<file path="config.mk">
export PLATFORM = sky130hd
export DESIGN_NAME = ccs_regs
export DESIGN_NICKNAME = d
export VERILOG_FILES = /design/src/include/ccs_pkg.sv /design/src/include/ccs_trap_if.sv /design/src/verilog/ccs_regs.sv /design/src/verilog/ccs_trap_seq.sv
export SDC_FILE = /design/constraint.sdc
export NUM_CORES = 1
export LEC_CHECK = 0
export BUFFER_PORTS_ARGS = -buffer_cell sky130_fd_sc_hd__buf_4
export CORE_UTILIZATION = 45
export CTS_CLUSTER_SIZE = 30
export DETAILED_ROUTE_END_ITERATION = 6
export PLACE_DENSITY = 0.67
export SLEW_MARGIN = 20
export SYNTH_ARGS = -nofsm -noshare
export SYNTH_HDL_FRONTEND = slang
export SYNTH_HIERARCHICAL = 1
export SYNTH_SLANG_ARGS = --single-unit
</file>
<file path="constraint.sdc">
create_clock -name core_clk -period 11.65 [get_ports core_clk]
set_clock_uncertainty 0.1 [all_clocks]
set_input_delay 2.33 -clock core_clk [delete_from_list [all_inputs] [get_ports core_clk]]
set_output_delay 2.33 -clock core_clk [all_outputs]
set_load 0.1 [all_outputs]
</file>
<file path="src/include/ccs_pkg.sv">
// Package for the control/status register bank of the integer unit.
// Assumes one core clock domain; shared by the register bank and its trap sequencer.
package ccs_pkg;
  localparam int NWIN_DEF       = 8;
  localparam int IMPL_LSB       = 28;
  localparam int VER_LSB        = 24;
  localparam int ICC_LSB        = 20;
  localparam int EC_BIT         = 13;
  localparam int EF_BIT         = 12;
  localparam int PIL_LSB        = 8;
  localparam int S_BIT          = 7;
  localparam int PS_BIT         = 6;
  localparam int ET_BIT         = 5;
  localparam int CWP_LSB        = 0;
  localparam int TBA_LSB        = 12;
  localparam int TT_LSB         = 4;
  localparam logic [3:0] IMPL_CODE = 4'hA; // Arbitrary value
  localparam logic [3:0] VER_CODE  = 4'h5; // Arbitrary value
  localparam logic [3:0] PIL_RST   = 4'hF;
  localparam logic [3:0] ICC_RST   = 4'h0;
  localparam logic [7:0] TT_RST    = 8'h00;
  localparam logic [19:0] TBA_RST  = 20'h00000;
  localparam logic [7:0] TT_FP_DIS = 8'h04;
  localparam logic [7:0] TT_WOVF   = 8'h05;
  localparam logic [7:0] TT_WUNF   = 8'h06;
  localparam logic [7:0] TT_IRQ0   = 8'h10;
  localparam logic [31:0] RESET_VEC = 32'h00000000;
  // Register selects
  typedef enum logic [1:0] {
    CCS_SEL_STATE = 2'h0,
    CCS_SEL_WIM   = 2'h1,
    CCS_SEL_TBR   = 2'h2,
    CCS_SEL_Y     = 2'h3
  } ccs_sel_t;
  // Processor mode, one-hot
  typedef enum logic [1:0] {
    CCS_EXEC  = 2'b01,
    CCS_ERROR = 2'b10
  } ccs_mode_t;
endpackage : ccs_pkg

</file>
<file path="src/include/ccs_trap_if.sv">
// Interface carrying trap decisions between the register bank and its sequencer.
// Assumes both ends run on the same core clock.
`timescale 1ns/1ps
interface ccs_trap_if;
  logic       take;
  logic [7:0] ttype;
  logic       halt;
  logic       et;
  logic [3:0] interrupt_level_mask;
  logic       sync_req;
  logic [7:0] sync_tt;
  logic       async_req;
  logic [3:0] irq_lvl;
  modport bank (output et, interrupt_level_mask, sync_req, sync_tt, async_req, irq_lvl, input take, ttype, halt);
  modport seq  (input et, interrupt_level_mask, sync_req, sync_tt, async_req, irq_lvl, output take, ttype, halt);
endinterface : ccs_trap_if

</file>
<file path="src/verilog/ccs_regs.sv">
// Control/status register bank of the integer unit.
// Assumes the pipeline presents one decoded instruction event per cycle.
`timescale 1ns/1ps
module ccs_regs #(
  parameter int NWIN = ccs_pkg::NWIN_DEF
) (
  // Clock and reset
  input  wire logic              core_clk,
  input  wire logic              nrst,
  // Register access port
  input  wire logic              rd_en,
  input  wire logic              wr_en,
  input  wire ccs_pkg::ccs_sel_t sel,
  input  wire logic [31:0]       wr_data,
  output logic [31:0]            rd_data,
  output logic                   priv_fault,
  // Pipeline events and pin inputs
  input  wire logic              save_op,
  input  wire logic              restore_op,
  input  wire logic              return_from_trap_op,
  input  wire logic              icc_we,
  input  wire logic [3:0]        icc_in,
  input  wire logic              float_op,
  input  wire logic              fpu_present_pin,
  input  wire logic              sync_trap,
  input  wire logic [7:0]        sync_tt,
  input  wire logic [3:0]        irq_level_pin,
  // Trap and status outputs
  output logic                   trap_taken,
  output logic [31:0]            trap_pc,
  output logic                   error_mode,
  output logic                   supervisor,
  output logic                   fpu_enable_o
);
  import ccs_pkg::*;
  localparam int CW = 5;

  function automatic logic [CW-1:0] wrap_inc(input logic [CW-1:0] v);
    wrap_inc = (v == CW'(NWIN - 1)) ? '0 : v + 1'b1;
  endfunction : wrap_inc
  function automatic logic [CW-1:0] wrap_dec(input logic [CW-1:0] v);
    wrap_dec = (v == '0) ? CW'(NWIN - 1) : v - 1'b1;
  endfunction : wrap_dec

  localparam logic [31:0] WIM_IMPL = 32'((64'h1 << NWIN) - 64'h1);

  logic [3:0]    icc_q;
  logic          ec_q, ef_q, s_q, ps_q, et_q;
  logic [3:0]    pil_q;
  logic [CW-1:0] cwp_q;
  logic [31:0]   wim_q;
  logic [19:0]   tba_q;
  logic [7:0]    tt_q;
  logic [31:0]   y_q;
  ccs_mode_t     mode_q;
  logic [1:0]    fp_sync_q;
  logic [3:0]    irq_s1_q, irq_s2_q;

  // Pin inputs through two flops
  always_ff @(posedge core_clk or negedge nrst) begin
    if (!nrst) begin
      fp_sync_q <= 2'b00;
      irq_s1_q  <= 4'h0;
      irq_s2_q  <= 4'h0;
    end else begin
      fp_sync_q <= {fp_sync_q[0], fpu_present_pin};
      irq_s1_q  <= irq_level_pin;
      irq_s2_q  <= irq_s1_q;
    end
  end
  logic executing, priv_ok, state_wr, wim_wr, tbr_wr, y_wr;
  logic fp_dis, wovf, wunf;
  logic [CW-1:0] cwp_dn, cwp_up;
  logic [31:0] psr_view;

  assign executing = (mode_q == CCS_EXEC);
  assign priv_ok   = s_q || (sel == CCS_SEL_Y);
  assign state_wr  = executing && wr_en && priv_ok && (sel == CCS_SEL_STATE);
  assign wim_wr    = executing && wr_en && priv_ok && (sel == CCS_SEL_WIM);
  assign tbr_wr    = executing && wr_en && priv_ok && (sel == CCS_SEL_TBR);
  assign y_wr      = executing && wr_en && (sel == CCS_SEL_Y);
  assign cwp_dn    = wrap_dec(cwp_q);
  assign cwp_up    = wrap_inc(cwp_q);
  assign fp_dis    = float_op && !(ef_q && fp_sync_q[1]);
  assign wovf      = save_op && wim_q[cwp_dn];
  assign wunf      = (restore_op || return_from_trap_op) && wim_q[cwp_up];

  ccs_trap_if tif ();
  assign tif.et        = et_q;
  assign tif.interrupt_level_mask       = pil_q;
  assign tif.sync_req  = executing && (sync_trap || fp_dis || wovf || wunf);
  assign tif.sync_tt   = fp_dis ? TT_FP_DIS : wovf ? TT_WOVF : wunf ? TT_WUNF : sync_tt;
  assign tif.async_req = executing && (irq_s2_q != 4'h0);
  assign tif.irq_lvl   = irq_s2_q;

  ccs_trap_seq u_seq (
    .t (tif)
  );

  logic take;
  assign take = tif.take;

  // Execute / error mode
  always_ff @(posedge core_clk or negedge nrst) begin
    if (!nrst) mode_q <= CCS_EXEC;
    else if (tif.halt) mode_q <= CCS_ERROR;
  end

  // Processor state register
  always_ff @(posedge core_clk or negedge nrst) begin
    if (!nrst) begin
      icc_q <= ICC_RST;
      ec_q  <= 1'b0;
      ef_q  <= 1'b0;
      pil_q <= PIL_RST;
      s_q   <= 1'b1;
      ps_q  <= 1'b1;
      et_q  <= 1'b0;
      cwp_q <= '0;
    end else if (take) begin
      s_q   <= 1'b1;
      ps_q  <= s_q;
      et_q  <= 1'b0;
      cwp_q <= cwp_dn;
    end else if (state_wr) begin
      icc_q <= wr_data[ICC_LSB +: 4];
      ec_q  <= wr_data[EC_BIT];
      ef_q  <= wr_data[EF_BIT];
      pil_q <= wr_data[PIL_LSB +: 4];
      s_q   <= wr_data[S_BIT];
      ps_q  <= wr_data[PS_BIT];
      et_q  <= wr_data[ET_BIT];
      cwp_q <= (wr_data[CWP_LSB +: CW] < CW'(NWIN)) ? wr_data[CWP_LSB +: CW] : cwp_q;
    end else if (executing) begin
      if (icc_we) icc_q <= icc_in;
      if (save_op) cwp_q <= cwp_dn;
      else if (restore_op) cwp_q <= cwp_up;
      else if (return_from_trap_op) begin
        cwp_q <= cwp_up;
        s_q   <= ps_q;
        et_q  <= 1'b1;
      end
    end
  end

  // Window invalid mask keeps its contents through reset
  always_ff @(posedge core_clk) begin
    if (wim_wr) wim_q <= wr_data & WIM_IMPL;
  end

  // Trap base register
  always_ff @(posedge core_clk or negedge nrst) begin
    if (!nrst) begin
      tba_q <= TBA_RST;
      tt_q  <= TT_RST;
    end else begin
      if (tbr_wr) tba_q <= wr_data[TBA_LSB +: 20];
      if (take) tt_q <= tif.ttype;
    end
  end

  // Multiply-step extension
  always_ff @(posedge core_clk or negedge nrst) begin
    if (!nrst) y_q <= 32'h00000000;
    else if (y_wr) y_q <= wr_data;
  end

  always_comb begin
    psr_view = 32'h00000000;
    psr_view[IMPL_LSB +: 4] = IMPL_CODE;
    psr_view[VER_LSB +: 4]  = VER_CODE;
    psr_view[ICC_LSB +: 4]  = icc_q;
    psr_view[EC_BIT]        = ec_q;
    psr_view[EF_BIT]        = ef_q;
    psr_view[PIL_LSB +: 4]  = pil_q;
    psr_view[S_BIT]         = s_q;
    psr_view[PS_BIT]        = ps_q;
    psr_view[ET_BIT]        = et_q;
    psr_view[CWP_LSB +: CW] = cwp_q;
  end

  // Read path and trap outputs, all registered
  always_ff @(posedge core_clk or negedge nrst) begin
    if (!nrst) begin
      rd_data    <= 32'h00000000;
      priv_fault <= 1'b0;
    end else begin
      priv_fault <= (rd_en || wr_en) && !priv_ok;
      if (rd_en && priv_ok) begin
        unique case (sel)
          CCS_SEL_STATE: rd_data <= psr_view;
          CCS_SEL_WIM:   rd_data <= wim_q & WIM_IMPL;
          CCS_SEL_TBR:   rd_data <= {tba_q, tt_q, 4'h0};
          CCS_SEL_Y:     rd_data <= y_q;
        endcase
      end else begin
        rd_data <= 32'h00000000;
      end
    end
  end

  always_ff @(posedge core_clk or negedge nrst) begin
    if (!nrst) begin
      trap_taken <= 1'b0;
      trap_pc    <= RESET_VEC;
      error_mode <= 1'b0;
      supervisor <= 1'b1;
      fpu_enable_o <= 1'b0;
    end else begin
      trap_taken <= take;
      if (take) trap_pc <= {tba_q, tif.ttype, 4'h0};
      error_mode <= (mode_q == CCS_ERROR) || tif.halt;
      supervisor <= take ? 1'b1 : s_q;
      fpu_enable_o <= ef_q;
    end
  end

endmodule : ccs_regs

</file>
<file path="src/verilog/ccs_trap_seq.sv">
// Trap decision: picks synchronous over asynchronous, masks interrupts.
// Assumes requests arrive synchronous to core_clk.
`timescale 1ns/1ps
module ccs_trap_seq (
  ccs_trap_if.seq t
);
  import ccs_pkg::*;
  always_comb begin
    t.take  = 1'b0;
    t.halt  = 1'b0;
    t.ttype = t.sync_tt;
    if (t.sync_req) begin
      if (t.et) t.take = 1'b1;
      else t.halt = 1'b1;
    end else if (t.async_req && t.et && (t.irq_lvl > t.interrupt_level_mask)) begin
      t.take  = 1'b1;
      t.ttype = TT_IRQ0 | {4'h0, t.irq_lvl};
    end
  end
endmodule : ccs_trap_seq
</file>
==> reports/qor.yml <==
synthesis:
  synth_compound_area_share_pct: 7.39
  synth_adder_area_share_pct: 1.09
  count_of_unique_library_cells_instantiated_by_yosys: 64
  synth_top_cells_by_area: "sky130_fd_sc_hd__dfrtp_1, sky130_fd_sc_hd__mux2_2, sky130_fd_sc_hd__mux2i_1"
  xor_xnor_portion_of_the_synthesized_cell_area_pct: 0.620
  post-synth-top-area-fraction_pct: 50.7
  synth_top_family_by_area: "multiplexers"
  async_flop_share_pct: 94.8
  synth-seq-area-share_pct: 57.3
  synth_simple_gate_area_share_pct: 8.99
  ys_ff_latch: 155
  syn_inst: 533
  yosys_most_used_dff: "sky130_fd_sc_hd__dfrtp_1"
  synth.cell_area_mm2: 0.00686
  synth-warning-count: 6
  synth_top_cell_by_area: "sky130_fd_sc_hd__dfrtp_1"
  yosys-mux-area-fraction_pct: 21.6
  synth-edff-count: 8
  postSynthAreaPerCell_um2: 12.9
power_and_ir_drop:
  power_per_cell_area_mw_per_mm2: 137
  power_frac_seq_pct: 46.9
  vdd.ir_drop.worst_uv: 129
  cell_internal_pwr_mw: 0.899
  power.combinational.fraction_pct: 5.9
  p_sw_mw: 0.269
  power.clock.fraction_pct: 47.2
  netSwitchingFraction_pct: 23.0
  leakagePower_nw: 4.22
clock_network:
  clk_pin_slew_worst_paths_ns: 0.06
  cts_made_buffers: 17
  cts_tree: "done"
  cts_htree_levels: 4
  clockRootBuffer: "sky130_fd_sc_hd__clkbuf_16"
  cts-root-to-sink-buffers: 2
  clock_latency_ns: 0.42
  cts_setup_buffers: 0
  ctsResizeCount: 0
  cts_sinks: 155
  cts_hold_buf: 0
drt:
  drt.antenna.violating_nets: 0
  routedWlPerCell_um: 18.9
  avg_vias_per_cell: 5.37
  route.detailed.drc: 6
  violation_count_after_the_first_detailed_routing_iteration: 222
  wirelength_um: 16100
  vias: 4569
  drt_pre_antenna_iters: 7
finish:
  utilization_pct: 58.1
  most_common_library_cell_in_the_layout_ignoring_fill_and_taps: "sky130_fd_sc_hd__dfrtp_1"
  fraction_of_final_layout_cells_sized_beyond_drive_strength_1_pct: 41.5
  fin_area_mm2: 0.00853
  nets: 721
  insertedDiodeCount: 0
  area_added_between_synthesis_and_finish_pct: 24.4
  final_cell_mix: "sky130_fd_sc_hd__dfrtp_1, sky130_fd_sc_hd__buf_4, sky130_fd_sc_hd__mux2_2, sky130_fd_sc_hd__nor2_1, sky130_fd_sc_hd__mux2i_1"
sta:
  final_report_setup_violation_count: 0
  setup-tns-final_ns: 0
  timing_worst_slew_pin_value_ns: 1.09
  final_min_period_over_clock_period_pct: 45.5
  finalCriticalPeriod_ns: 5.30
  fmax_mhz: 189
  rsz0062_at_grt: "no"
  slew_viol_final: 0
  slew-limit-headroom_pct: 27.2
  final_hold_violation_count: 0
die:
  die-area_mm2: 0.0157
  initial_cell_density_of_the_core_pct: 46.7
  num_io_pins: 130
  die_height_um: 125
  die_w_um: 125
  num_rows: 44
  core_mm2: 0.0147
worst_setup_path:
  critical_path.max_fanout: 32
  critPathRequiredTime_ns: 11.84
  cp_slowest_cell: "sky130_fd_sc_hd__buf_4"
  path_type_of_the_worst_setup_path: "in -> reg"
  setup.worst_path.start_class: "input pin"
  critical_path.top_delay_family: "compound AO/OA/AOI/OAI gates"
  critical_path.most_common_cell: "sky130_fd_sc_hd__nor2_1"
  end_kind: "flop"
  worst-path-buf-inv: 2
  worstPathCellList: "buf_4 -> or2_2 -> nand4_1 -> a21oi_4 -> nor3_1 -> nor2_1 -> nand4b_2 -> a21oi_4 -> a21o_2 -> buf_4 -> nor2_1 -> a22oi_1 -> nor2_1 -> a221o_1 -> mux2_1"
  critPathArrivalTime_ns: 5.49
  max_stage_delay_ns: 0.46
flow_run:
  drv.max_cap_violation_count: 0
global_routing:
  grt_remaining_overflow: 0
  initial_antenna_violation_count: 0
  grt_pass1_wl_um: 26300
  grt_pass1_vias: 4856
  grt_max_degree: 78
  global_route.usage.total_pct: 21.8
place:
  gpl.final_weighted_congestion: 0.854
  numPortBuffers: 125
  place.detailed.hpwl_um: 10900
  dpl_cell_area_mm2: 0.00794
outcome:
  failing_checks: "DRC"
  run_status: "finished, violations left"
worst_hold_path:
  holdCritPathClass: "reg -> reg"
power groups by stage:
stage               combinational, mW  sequential (mW)  clock (mW)
floorplan                      0.0246            0.567           0
global placement               0.0686            0.558           0
detailed placement             0.0695            0.558           0
CTS                            0.0698            0.548       0.563
global route                   0.0746            0.548       0.586
finish                         0.0688            0.548       0.552
state kept, by name, summed over array words and instances, names as in the netlist, 2 cells and up:
signal and flops:
wim_q 8, icc_q 4, mode_q 2, y_q 32
irq_s2_q 4, tba_q 20, cwp_q 5, irq_s1_q 4
rd_data 32, fp_sync_q 2, pil_q 4, trap_pc 21
tt_q 7
per-layer routing:
layer / GRT usage, % / routed length [um]
met1: 28.8 / 7300
met5: 0 / 0
met3: 3.51 / 654
met2: 36.2 / 7860
met4: 7.96 / 296
kinds of logic (layout without fill, tap and decap cells):
logic type / after synthesis / count (layout)
compound gates: 76 / 76
xor+xnor: 4 / 4
fa+ha+maj: 6 / 6
buf+inv: 45 / 176
flops: 155 / 155
mux: 129 / 129
other cells: 1 / 4
simple gates: 117 / 117
area by class of cell:
| cell class | instances | area, um^2 |
|---|---|---|
| multi-input cells | 336 | 2750 |
| inverters | 14 | 52.6 |
| repair buffers | 130 | 980 |
| flip-flops and latches | 155 | 3930 |
| well taps | 184 | 230 |
| clock inverters | 12 | 138 |
| fillers | 1209 | 6170 |
| clock buffers | 20 | 457 |
per-stage QoR:
step / total power [mW] / cells / hold slack (ns) / setup slack [ns]
2_1_floorplan: 0.591 / 536 / 0.231 / 6.53
3_3_place_gp: 0.626 / 819 / 0.237 / 6.00
3_5_place_dp: 0.627 / 819 / 0.236 / 5.94
4_1_cts: 1.18 / 851 / 0.249 / 6.34
5_1_grt: 1.21 / 851 / 0.263 / 6.07
6_report: 1.17 / 851 / 0.250 / 6.35
cell usage after synthesis (2+ instances only):
cell type,instances
sky130_fd_sc_hd__dfrtp_1,139
sky130_fd_sc_hd__mux2_2,82
sky130_fd_sc_hd__nor2_1,43
sky130_fd_sc_hd__mux2i_1,26
sky130_fd_sc_hd__a21oi_1,22
sky130_fd_sc_hd__nand2_1,19
sky130_fd_sc_hd__inv_1,14
sky130_fd_sc_hd__a22oi_1,13
sky130_fd_sc_hd__mux2_1,13
sky130_fd_sc_hd__buf_2,12
sky130_fd_sc_hd__o21ai_0,10
sky130_fd_sc_hd__clkbuf_1,9
sky130_fd_sc_hd__dfstp_2,8
sky130_fd_sc_hd__edfxtp_1,8
sky130_fd_sc_hd__nand2b_1,8
sky130_fd_sc_hd__and2_1,7
sky130_fd_sc_hd__nor2b_1,7
sky130_fd_sc_hd__ha_1,6
sky130_fd_sc_hd__o21ai_1,6
sky130_fd_sc_hd__buf_1,5
sky130_fd_sc_hd__a211oi_1,4
sky130_fd_sc_hd__and2b_1,4
sky130_fd_sc_hd__buf_4,4
sky130_fd_sc_hd__mux2_4,4
sky130_fd_sc_hd__mux4_2,4
sky130_fd_sc_hd__nand3_1,4
sky130_fd_sc_hd__or2_2,4
sky130_fd_sc_hd__nor3_1,3
sky130_fd_sc_hd__nor3b_1,3
sky130_fd_sc_hd__a21o_1,2
sky130_fd_sc_hd__a21oi_4,2
sky130_fd_sc_hd__nand4_1,2
sky130_fd_sc_hd__o22ai_1,2
sky130_fd_sc_hd__o31ai_1,2
sky130_fd_sc_hd__or3_1,2
sky130_fd_sc_hd__xor2_1,2
worst paths after layout:
check / startpoint / to / slack, ns / depth (start not counted)
max: return_from_trap_op / cwp_q[2] / 6.35 / 15
min: irq_s1_q[2] / irq_s2_q[2] / 0.25 / 0
max reg2reg: cwp_q[0] / cwp_q[2] / 6.87 / 17
min reg2reg: irq_s1_q[2] / irq_s2_q[2] / 0.25 / 0
max in group asynchronous: nrst / rd_data[28] / 8.20 / 2
min in group asynchronous: nrst / y_q[28] / 1.81 / 1
(Power assumes the default switching activity.)
